File: src/logic/mtcf_pkg.sv
// Constants, register map and carrier types of the modulo timer core.
// Assumes an APB slave with byte addresses and 8-bit registers in the low bits.
package mtcf_pkg;
	localparam int CH_N = 2;
	localparam int CNT_W = 16;
	localparam int PRESC_W = 6;
	localparam int ADDR_W = 8;
	localparam int BYTE_W = 8;

	localparam logic [ADDR_W-1:0] OFF_SC = 8'h00;
	localparam logic [ADDR_W-1:0] OFF_CNTH = 8'h04;
	localparam logic [ADDR_W-1:0] OFF_CNTL = 8'h08;
	localparam logic [ADDR_W-1:0] OFF_MODH = 8'h0c;
	localparam logic [ADDR_W-1:0] OFF_MODL = 8'h10;
	localparam logic [ADDR_W-1:0] OFF_CHSC [CH_N] = '{8'h14, 8'h18};
	localparam logic [ADDR_W-1:0] OFF_CHVAL [CH_N] = '{8'h1c, 8'h20};

	localparam int SC_OVF = 7;
	localparam int SC_OIE = 6;
	localparam int SC_HALT = 5;
	localparam int SC_CLR = 4;
	localparam int SC_PS_HI = 2;
	localparam int SC_PS_LO = 0;
	localparam int CH_FLAG = 7;
	localparam int CH_IE = 6;
	localparam int CH_CMP = 2;
	localparam int CH_FALL = 1;
	localparam int CH_RISE = 0;

	localparam logic [CNT_W-1:0] CNT_RST = 16'h0000;
	localparam logic [CNT_W-1:0] MOD_RST = 16'hffff;
	localparam logic [CNT_W-1:0] CNT_ONE = 16'h0001;
	localparam logic [PRESC_W-1:0] PRESC_RST = 6'h00;
	localparam logic [PRESC_W-1:0] PRESC_ONE = 6'h01;
	localparam logic [2:0] PS_RST = 3'h0;
	localparam logic [2:0] PS_UNUSED = 3'h7;
	localparam logic [BYTE_W-1:0] BYTE_ZERO = 8'h00;
	localparam logic [23:0] RD_PAD = 24'h000000;

	typedef struct packed {
		logic psel;
		logic penable;
		logic pwrite;
		logic [ADDR_W-1:0] paddr;
		logic [31:0] pwdata;
	} mtcf_apb_req_t;

	typedef struct packed {
		logic [31:0] prdata;
		logic pready;
		logic pslverr;
	} mtcf_apb_rsp_t;

	typedef struct packed {
		logic wait_mode;
		logic stop_mode;
		logic debug_break;
		logic break_clear_enable;
	} mtcf_sys_t;
endpackage

File: src/logic/mtcf_timer.sv
// Modulo timer core with prescaler, overflow flag and two capture/compare channels.
// Assumes an APB master on pclk and channel pins synchronous to pclk.
//
// Implementation choices: the register addresses and the APB interface to the registers.
`timescale 1ns/10ps

// Summary of operation
// - Counter equal modulo sets flag, restarts zero
// - Overflow flag clears by read-set then write-0
// - Overflow irq when flag and enable set
// - Halt bit freezes counter; reset sets it
// - Halt suppresses input captures
// - Clear bit zeroes counter and prescaler, self-clears
// - Halt with clear leaves counter stopped at zero
// - Prescale select divides by 1 to 64
// - Prescaler fed only by bus clock
// - High byte read latches low byte
// - Counter bytes read zero after reset, clear
// - Modulo high write blocks overflow until low
// - Modulo resets to all ones
// - Capture edge sets channel event flag
// - Compare match sets channel event flag
// - Channel flag clears by read-set then write-0
// - Channel irq when flag and enable set
// - Wait mode keeps counting, blocks register access
// - Stop mode freezes counter and prescaler, state preserved
// - Debug break freezes counter, blocks captures
// - Break without clear enable protects flags
module mtcf_timer (
	input wire logic pclk,
	input wire logic presetn,
	input wire mtcf_pkg::mtcf_apb_req_t apb_req,
	output mtcf_pkg::mtcf_apb_rsp_t apb_rsp,
	input wire mtcf_pkg::mtcf_sys_t sys_mode,
	input wire logic [mtcf_pkg::CH_N-1:0] channel_pin,
	output logic overflow_irq,
	output logic [mtcf_pkg::CH_N-1:0] channel_irq
);
	import mtcf_pkg::*;

	function automatic logic presc_tick(logic [2:0] ps, logic [PRESC_W-1:0] p);
		logic [PRESC_W-1:0] m;
		m = PRESC_W'((7'h01 << ps) - 7'h01);
		return (ps != PS_UNUSED) && ((p & m) == m);
	endfunction

	logic [CNT_W-1:0] cnt_q;
	logic [CNT_W-1:0] mod_q;
	logic [CNT_W-1:0] cnt_nx;
	logic [PRESC_W-1:0] presc_q;
	logic [2:0] ps_q;
	logic halt_q;
	logic oie_q;
	logic ovf_q;
	logic ovf_arm_q;
	logic mod_inh_q;
	logic latch_q;
	logic [BYTE_W-1:0] buf_q;
	logic [BYTE_W-1:0] snap_q;
	logic [BYTE_W-1:0] rdata;
	logic hit;
	logic chf_q [CH_N];
	logic chie_q [CH_N];
	logic chcmp_q [CH_N];
	logic chrise_q [CH_N];
	logic chfall_q [CH_N];
	logic charm_q [CH_N];
	logic pin_q [CH_N];
	logic [CNT_W-1:0] chval_q [CH_N];

	logic setup;
	logic done;
	logic wr;
	logic rd;
	logic frz;
	logic run;
	logic lock;
	logic sc_w;
	logic sc_r;
	logic clr_p;
	logic tick;
	logic wrap;
	logic ovf_set;
	logic ovf_clr;

	assign setup = apb_req.psel && !apb_req.penable;
	assign done = apb_req.psel && apb_req.penable && apb_rsp.pready;
	assign wr = done && !apb_rsp.pslverr && apb_req.pwrite;
	assign rd = done && !apb_rsp.pslverr && !apb_req.pwrite;
	assign frz = sys_mode.stop_mode || sys_mode.debug_break;
	assign run = !halt_q && !frz;
	assign lock = sys_mode.debug_break && !sys_mode.break_clear_enable;
	assign sc_w = wr && (apb_req.paddr == OFF_SC);
	assign sc_r = rd && (apb_req.paddr == OFF_SC);
	assign clr_p = sc_w && apb_req.pwdata[SC_CLR];
	assign tick = run && presc_tick(ps_q, presc_q);
	assign wrap = tick && (cnt_q == mod_q);
	assign ovf_set = wrap && !mod_inh_q;
	assign ovf_clr = sc_w && !apb_req.pwdata[SC_OVF] && ovf_arm_q && !lock;
	assign cnt_nx = wrap ? CNT_RST : cnt_q + CNT_ONE;

	// Read data mux, sampled at the setup edge
	always_comb begin
		rdata = BYTE_ZERO;
		hit = 1'b1;
		unique case (apb_req.paddr)
			OFF_SC: begin
				rdata[SC_OVF] = ovf_q;
				rdata[SC_OIE] = oie_q;
				rdata[SC_HALT] = halt_q;
				rdata[SC_PS_HI:SC_PS_LO] = ps_q;
			end
			OFF_CNTH: begin
				rdata = cnt_q[CNT_W-1:BYTE_W];
			end
			OFF_CNTL: begin
				rdata = latch_q ? buf_q : cnt_q[BYTE_W-1:0];
			end
			OFF_MODH: begin
				rdata = mod_q[CNT_W-1:BYTE_W];
			end
			OFF_MODL: begin
				rdata = mod_q[BYTE_W-1:0];
			end
			default: begin
				hit = 1'b0;
			end
		endcase
		for (int i = 0; i < CH_N; i++) begin
			if (apb_req.paddr == OFF_CHSC[i]) begin
				hit = 1'b1;
				rdata[CH_FLAG] = chf_q[i];
				rdata[CH_IE] = chie_q[i];
				rdata[CH_CMP] = chcmp_q[i];
				rdata[CH_FALL] = chfall_q[i];
				rdata[CH_RISE] = chrise_q[i];
			end
			if (apb_req.paddr == OFF_CHVAL[i]) begin
				hit = 1'b1;
				rdata = chval_q[i][BYTE_W-1:0];
			end
		end
	end

	// Bus answer: ready in the first access cycle
	always_ff @(posedge pclk or negedge presetn) begin
		if (!presetn) begin
			apb_rsp <= '0;
			snap_q <= BYTE_ZERO;
		end else begin
			apb_rsp.pready <= setup;
			if (setup) begin
				apb_rsp.prdata <= {RD_PAD, rdata};
				apb_rsp.pslverr <= !hit || sys_mode.wait_mode;
				snap_q <= cnt_q[BYTE_W-1:0];
			end else begin
				apb_rsp.pslverr <= 1'b0;
			end
		end
	end

	// Control bits of the status register
	always_ff @(posedge pclk or negedge presetn) begin
		if (!presetn) begin
			ps_q <= PS_RST;
			halt_q <= 1'b1;
			oie_q <= 1'b0;
		end else if (sc_w) begin
			ps_q <= apb_req.pwdata[SC_PS_HI:SC_PS_LO];
			halt_q <= apb_req.pwdata[SC_HALT];
			oie_q <= apb_req.pwdata[SC_OIE];
		end
	end

	// Overflow flag and its clear sequence; a set wins over a clear
	always_ff @(posedge pclk or negedge presetn) begin
		if (!presetn) begin
			ovf_q <= 1'b0;
			ovf_arm_q <= 1'b0;
		end else begin
			if (ovf_set) begin
				ovf_q <= 1'b1;
			end else if (ovf_clr) begin
				ovf_q <= 1'b0;
			end
			if (ovf_set) begin
				ovf_arm_q <= 1'b0;
			end else if (sc_r && apb_rsp.prdata[SC_OVF] && !lock) begin
				ovf_arm_q <= 1'b1;
			end else if (sc_w && !lock) begin
				ovf_arm_q <= 1'b0;
			end
		end
	end

	// Prescaler and counter
	always_ff @(posedge pclk or negedge presetn) begin
		if (!presetn) begin
			presc_q <= PRESC_RST;
			cnt_q <= CNT_RST;
		end else if (clr_p) begin
			presc_q <= PRESC_RST;
			cnt_q <= CNT_RST;
		end else if (run) begin
			presc_q <= presc_q + PRESC_ONE;
			if (tick) begin
				cnt_q <= cnt_nx;
			end
		end
	end

	// Low byte latch for coherent counter reads
	always_ff @(posedge pclk or negedge presetn) begin
		if (!presetn) begin
			latch_q <= 1'b0;
			buf_q <= BYTE_ZERO;
		end else if (clr_p) begin
			latch_q <= 1'b0;
			buf_q <= BYTE_ZERO;
		end else if (rd && (apb_req.paddr == OFF_CNTH) && !latch_q) begin
			latch_q <= 1'b1;
			buf_q <= snap_q;
		end else if (rd && (apb_req.paddr == OFF_CNTL)) begin
			latch_q <= 1'b0;
		end
	end

	// Modulo bytes and overflow inhibit
	always_ff @(posedge pclk or negedge presetn) begin
		if (!presetn) begin
			mod_q <= MOD_RST;
			mod_inh_q <= 1'b0;
		end else if (wr && (apb_req.paddr == OFF_MODH)) begin
			mod_q[CNT_W-1:BYTE_W] <= apb_req.pwdata[BYTE_W-1:0];
			mod_inh_q <= 1'b1;
		end else if (wr && (apb_req.paddr == OFF_MODL)) begin
			mod_q[BYTE_W-1:0] <= apb_req.pwdata[BYTE_W-1:0];
			mod_inh_q <= 1'b0;
		end
	end

	// Interrupt requests, also the wake source in wait mode
	always_ff @(posedge pclk or negedge presetn) begin
		if (!presetn) begin
			overflow_irq <= 1'b0;
			channel_irq <= '0;
		end else begin
			overflow_irq <= ovf_q && oie_q;
			for (int i = 0; i < CH_N; i++) begin
				channel_irq[i] <= chf_q[i] && chie_q[i];
			end
		end
	end

	// Capture/compare channels
	for (genvar i = 0; i < CH_N; i++) begin : g_ch
		logic csc_w;
		logic csc_r;
		logic cval_w;
		logic rise;
		logic fall;
		logic cap_evt;
		logic cmp_evt;
		logic evt;
		logic ch_clr;

		assign csc_w = wr && (apb_req.paddr == OFF_CHSC[i]);
		assign csc_r = rd && (apb_req.paddr == OFF_CHSC[i]);
		assign cval_w = wr && (apb_req.paddr == OFF_CHVAL[i]);
		assign rise = channel_pin[i] && !pin_q[i];
		assign fall = !channel_pin[i] && pin_q[i];
		// Captures need a running counter
		assign cap_evt = !chcmp_q[i] && run && ((rise && chrise_q[i]) || (fall && chfall_q[i]));
		assign cmp_evt = chcmp_q[i] && tick && (cnt_nx == chval_q[i]);
		assign evt = cap_evt || cmp_evt;
		assign ch_clr = csc_w && !apb_req.pwdata[CH_FLAG] && charm_q[i] && !lock;

		always_ff @(posedge pclk or negedge presetn) begin
			if (!presetn) begin
				chie_q[i] <= 1'b0;
				chcmp_q[i] <= 1'b0;
				chrise_q[i] <= 1'b0;
				chfall_q[i] <= 1'b0;
			end else if (csc_w) begin
				chie_q[i] <= apb_req.pwdata[CH_IE];
				chcmp_q[i] <= apb_req.pwdata[CH_CMP];
				chrise_q[i] <= apb_req.pwdata[CH_RISE];
				chfall_q[i] <= apb_req.pwdata[CH_FALL];
			end
		end

		always_ff @(posedge pclk or negedge presetn) begin
			if (!presetn) begin
				pin_q[i] <= 1'b0;
				chval_q[i] <= CNT_RST;
			end else begin
				pin_q[i] <= channel_pin[i];
				if (cap_evt) begin
					chval_q[i] <= cnt_q;
				end else if (cval_w) begin
					chval_q[i] <= apb_req.pwdata[CNT_W-1:0];
				end
			end
		end

		always_ff @(posedge pclk or negedge presetn) begin
			if (!presetn) begin
				chf_q[i] <= 1'b0;
				charm_q[i] <= 1'b0;
			end else begin
				if (evt) begin
					chf_q[i] <= 1'b1;
				end else if (ch_clr) begin
					chf_q[i] <= 1'b0;
				end
				if (evt) begin
					charm_q[i] <= 1'b0;
				end else if (csc_r && apb_rsp.prdata[CH_FLAG] && !lock) begin
					charm_q[i] <= 1'b1;
				end else if (csc_w && !lock) begin
					charm_q[i] <= 1'b0;
				end
			end
		end
	end
endmodule
File: config.mk
export PLATFORM = sky130hd
export DESIGN_NAME = mtcf_timer
export DESIGN_NICKNAME = d
export VERILOG_FILES = /design/src/logic/mtcf_pkg.sv /design/src/logic/mtcf_timer.sv
export SDC_FILE = /design/constraint.sdc
export NUM_CORES = 1
export LEC_CHECK = 0
export ABC_CLOCK_PERIOD_IN_PS = 4800
export BUFFER_PORTS_ARGS = -buffer_cell sky130_fd_sc_hd__buf_4
export CAP_MARGIN = 30
export CELL_PAD_IN_SITES_DETAIL_PLACEMENT = 0
export CELL_PAD_IN_SITES_GLOBAL_PLACEMENT = 1
export CORE_MARGIN = 2
export CORE_UTILIZATION = 40
export CTS_CLUSTER_SIZE = 24
export DETAILED_ROUTE_END_ITERATION = 6
export PLACE_DENSITY = 0.74
export SETUP_SLACK_MARGIN = 0.3
export SLEW_MARGIN = 5
export SYNTH_ARGS = -nofsm -noshare
export SYNTH_HDL_FRONTEND = slang
export SYNTH_SLANG_ARGS = --single-unit
File: constraint.sdc
create_clock -name pclk -period 4.8 [get_ports pclk]
set_input_delay 0.48 -clock pclk [delete_from_list [all_inputs] [get_ports pclk]]
set_output_delay 0.48 -clock pclk [all_outputs]
set_load 0.005 [all_outputs]
==> impl_metrics.py <==
metrics = {
    "status": {
        "status": "completed",
    },
    "drt": {
        "drtIter0Drc": 591,
        "drcViolationCount": 0,
        "first_pass_iters": 5,
        "routedWlPerCell_um": 20.4,
        "ant_nets": 0,
        "wirelength_um": 20400,
        "vias": 5769,
        "viasPerCell": 5.77,
    },
    "yosys": {
        "avgSynthCellArea_um2": 9.67,
        "synth_seq_cells": 122,
        "synthFlopType": "dfrtp_1",
        "synth.distinct_cells": 64,
        "ys_seq_area_frac": 0.439,
        "ys_async_sr_fraction": 1.00,
        "synthesis.instances": 725,
        "synth_warnings": 0,
        "netlist_area_um2": 7010,
        "synth_enable_flop_cells": 0,
    },
    "finish": {
        "layout.nets": 815,
        "drive_above_1_share": 0.209,
        "utilization": 0.471,
        "fillers": 1569,
        "stdcell_area_um2": 8110,
        "final_common_cell": "dfrtp_1",
        "syn2layout_area_growth_pct": 15.7,
        "final_cell_mix": "105 x dfrtp_1, 96 x nand2_1, 65 x o21ai_0",
        "n_antenna_cell": 0,
    },
    "die": {
        "initial_core_util": 0.407,
        "core-area_um2": 17200,
        "num_io_pins": 88,
        "die_h_um": 136,
        "dieArea_um2": 18600,
        "die_x_um": 136,
        "rows": 48,
    },
    "cts": {
        "postCtsResizedCells": 0,
        "clk_pin_slew_ns": 0.06,
        "clockBufferDepth": 2,
        "root_buffer": "clkbuf_16",
        "clock_latency_ns": 0.42,
        "numCtsBuffers": 17,
        "clock-sinks": 122,
        "post_cts_buffers": 0,
        "cts_tree": "yes",
        "htreeDepth": 4,
        "ctsHoldBuffers": 0,
    },
    "timing": {
        "relSlewSlack": 0.402,
        "period_minus_slack_ns": 3.38,
        "min_period_over_period": 0.703,
        "hold_violations": 0,
        "rsz0062_at_grt": "false",
        "skew_ns": 0.00995,
        "finalSetupViolCount": 0,
        "setup_tns_ns": 0,
        "final-max-slew-violation-count": 0,
        "tightest_slew_ns": 0.894,
        "fmax_ghz": 0.296,
    },
    "critical_path": {
        "endpoint_kind": "flip-flop",
        "cp.required_ns": 5.08,
        "critPathMaxFanout": 9,
        "path_cells": "ha_1 > nand2_1 > nor4_4 > xnor2_1 > o22ai_1 > nor4_1 > o221ai_1 > nor4b_2 > nor3_1",
        "path_class": "reg2reg",
        "cp-start-kind": "flip-flop",
        "slowest_stage": "dfrtp_1",
        "critPathArrivalTime_ns": 3.66,
        "cpPeakStageDelay_ns": 0.65,
    },
    "grt": {
        "grt_util_all_layers": 0.230,
        "grt_pass1_wl_um": 32100,
        "grt_overflow": 0,
        "grt_pass1_vias": 5752,
        "grt_max_degree": 68,
        "antenna_found_initial": 0,
    },
    "worst_hold_path": {
        "hold_class": "in2async",
    },
    "placement": {
        "port_buffers": 47,
        "place_area_um2": 7540,
        "dp_hpwl_um": 14700,
        "gp_congestion": 0.876,
    },
    "power_and_ir_drop": {
        "power.density_nw_per_um2": 324,
        "vdd_drop_max_mv": 0.317,
        "p_leak_nw": 3.73,
    },
    "run": {
        "cap_violations": 0,
    },
}
==> flip-flops by register name, summed over array words and instances, names as in the netlist, 2 cells and up <==
| register | cells |
|---|---|
| charm_q | 2 |
| pin_q | 2 |
| channel_irq | 2 |
| presc_q | 6 |
| chcmp_q | 2 |
| chrise_q | 2 |
| chf_q | 2 |
| buf_q | 8 |
| chie_q | 2 |
| cnt_q | 16 |
| apb_rsp | 10 |
| mod_q | 16 |
| snap_q | 8 |
| ps_q | 3 |
| chval_q | 32 |
| chfall_q | 2 |
==> worst max-delay path: cells and delay by family, from the launching register on <==
family,cells,cell delay (ns)
simple gates,5,1.50
flops,1,0.65
fa+ha+maj,1,0.43
compound gates,2,0.37
xor+xnor,1,0.29
==> cells in the mapped netlist (all sizes together) (3+ instances only) <==
library cell    n  share of area
nor2           51          0.028
o221ai          8          0.010
nor2b           4         0.0036
a22oi          16          0.017
nor4           12          0.018
a221oi          8          0.010
a31oi           3         0.0027
a222oi          3         0.0043
o22ai           6         0.0054
nor3           11         0.0086
buf            42          0.039
dfstp          17          0.064
mux2           36          0.058
nand4          12          0.013
xor2           10          0.012
inv            13         0.0070
and3            6         0.0054
a211oi          5         0.0054
nand3          21          0.017
a21oi          18          0.013
nor4b           4         0.0059
nand2b          6         0.0054
o21ai          65          0.046
o31ai           3         0.0032
mux2i          43          0.061
clkbuf         25          0.014
and2            3         0.0027
nand3b          6         0.0064
a22o            4         0.0050
a221o           3         0.0043
nand2          96          0.051
dfrtp         105           0.37
xnor2          30          0.037
==> power breakdown <==
| part | total, mW | internal [mW] | switching, mW |
|---|---|---|---|
| Clock | 1.24 | 0.734 | 0.502 |
| Sequential | 1.11 | 1.06 | 0.0443 |
| Combinational | 0.284 | 0.114 | 0.169 |
==> cell families (layout without fill, tap and decap cells) <==
kind of cell | count (synthesis) | in the layout | synth area share
and+or+nand+nor | 241 | 241 | 0.175
AOI/OAI and AO/OA | 158 | 158 | 0.147
DFF | 122 | 122 | 0.439
buffers and inverters | 80 | 107 | 0.0598
muxes | 79 | 79 | 0.119
xor gates and xnor gates | 42 | 42 | 0.0564
adders and majority gates | 2 | 2 | 0.00357
other | 1 | 24 | 0.000535
==> through the flow <==
stage	cells	power [mW]	worst slack, ns	hold slack, ns
after floorplan	748	1.30	2.44	0.184
after global placement	964	1.40	1.52	0.456
after detailed placement	968	1.41	1.50	0.465
after CTS	1000	2.65	1.50	0.167
after global routing	1000	2.73	1.28	0.171
final	1000	2.63	1.42	0.179
==> path summary, 6_finish.rpt <==
path / from / to / slack (ns) / depth (start not counted)
worst max-delay path: cnt_q[1]$_DFFE_PN0P_ / charm_q[1]$_DFFE_PN0P_ / 1.42 / 9
worst min-delay path: presetn / pin_q[1]$_DFF_PN0_ / 0.18 / 1
worst max register to register: cnt_q[1]$_DFFE_PN0P_ / charm_q[1]$_DFFE_PN0P_ / 1.42 / 9
worst min register to register: apb_rsp[5]$_DFFE_PN0P_ / apb_rsp[5]$_DFFE_PN0P_ / 0.48 / 2
max in group asynchronous: presetn / mod_q[0]$_DFFE_PN1P_ / 3.60 / 2
min in group pclk: channel_pin[0] / pin_q[1]$_DFF_PN0_ / 0.19 / 1
==> layout make-up <==
type | count | area (µm²) | area share
clock buffers | 18 | 439 | 0.0541
clock inverters | 14 | 136 | 0.0168
inverters | 13 | 48.8 | 0.00601
multi-input cells | 546 | 3610 | 0.445
flip-flops and latches | 122 | 3070 | 0.379
well taps | 225 | 282 | 0.0347
repair buffers | 62 | 520 | 0.0641
==> metal layers <==
| layer | global-route usage | routed length [µm] |
|---|---|---|
| met1 | 0.303 | 8850 |
| met4 | 0.0984 | 634 |
| met3 | 0.0529 | 1340 |
| met5 | 0 | 0 |
| met2 | 0.364 | 9590 |
Power figures use the tool's default switching activity.
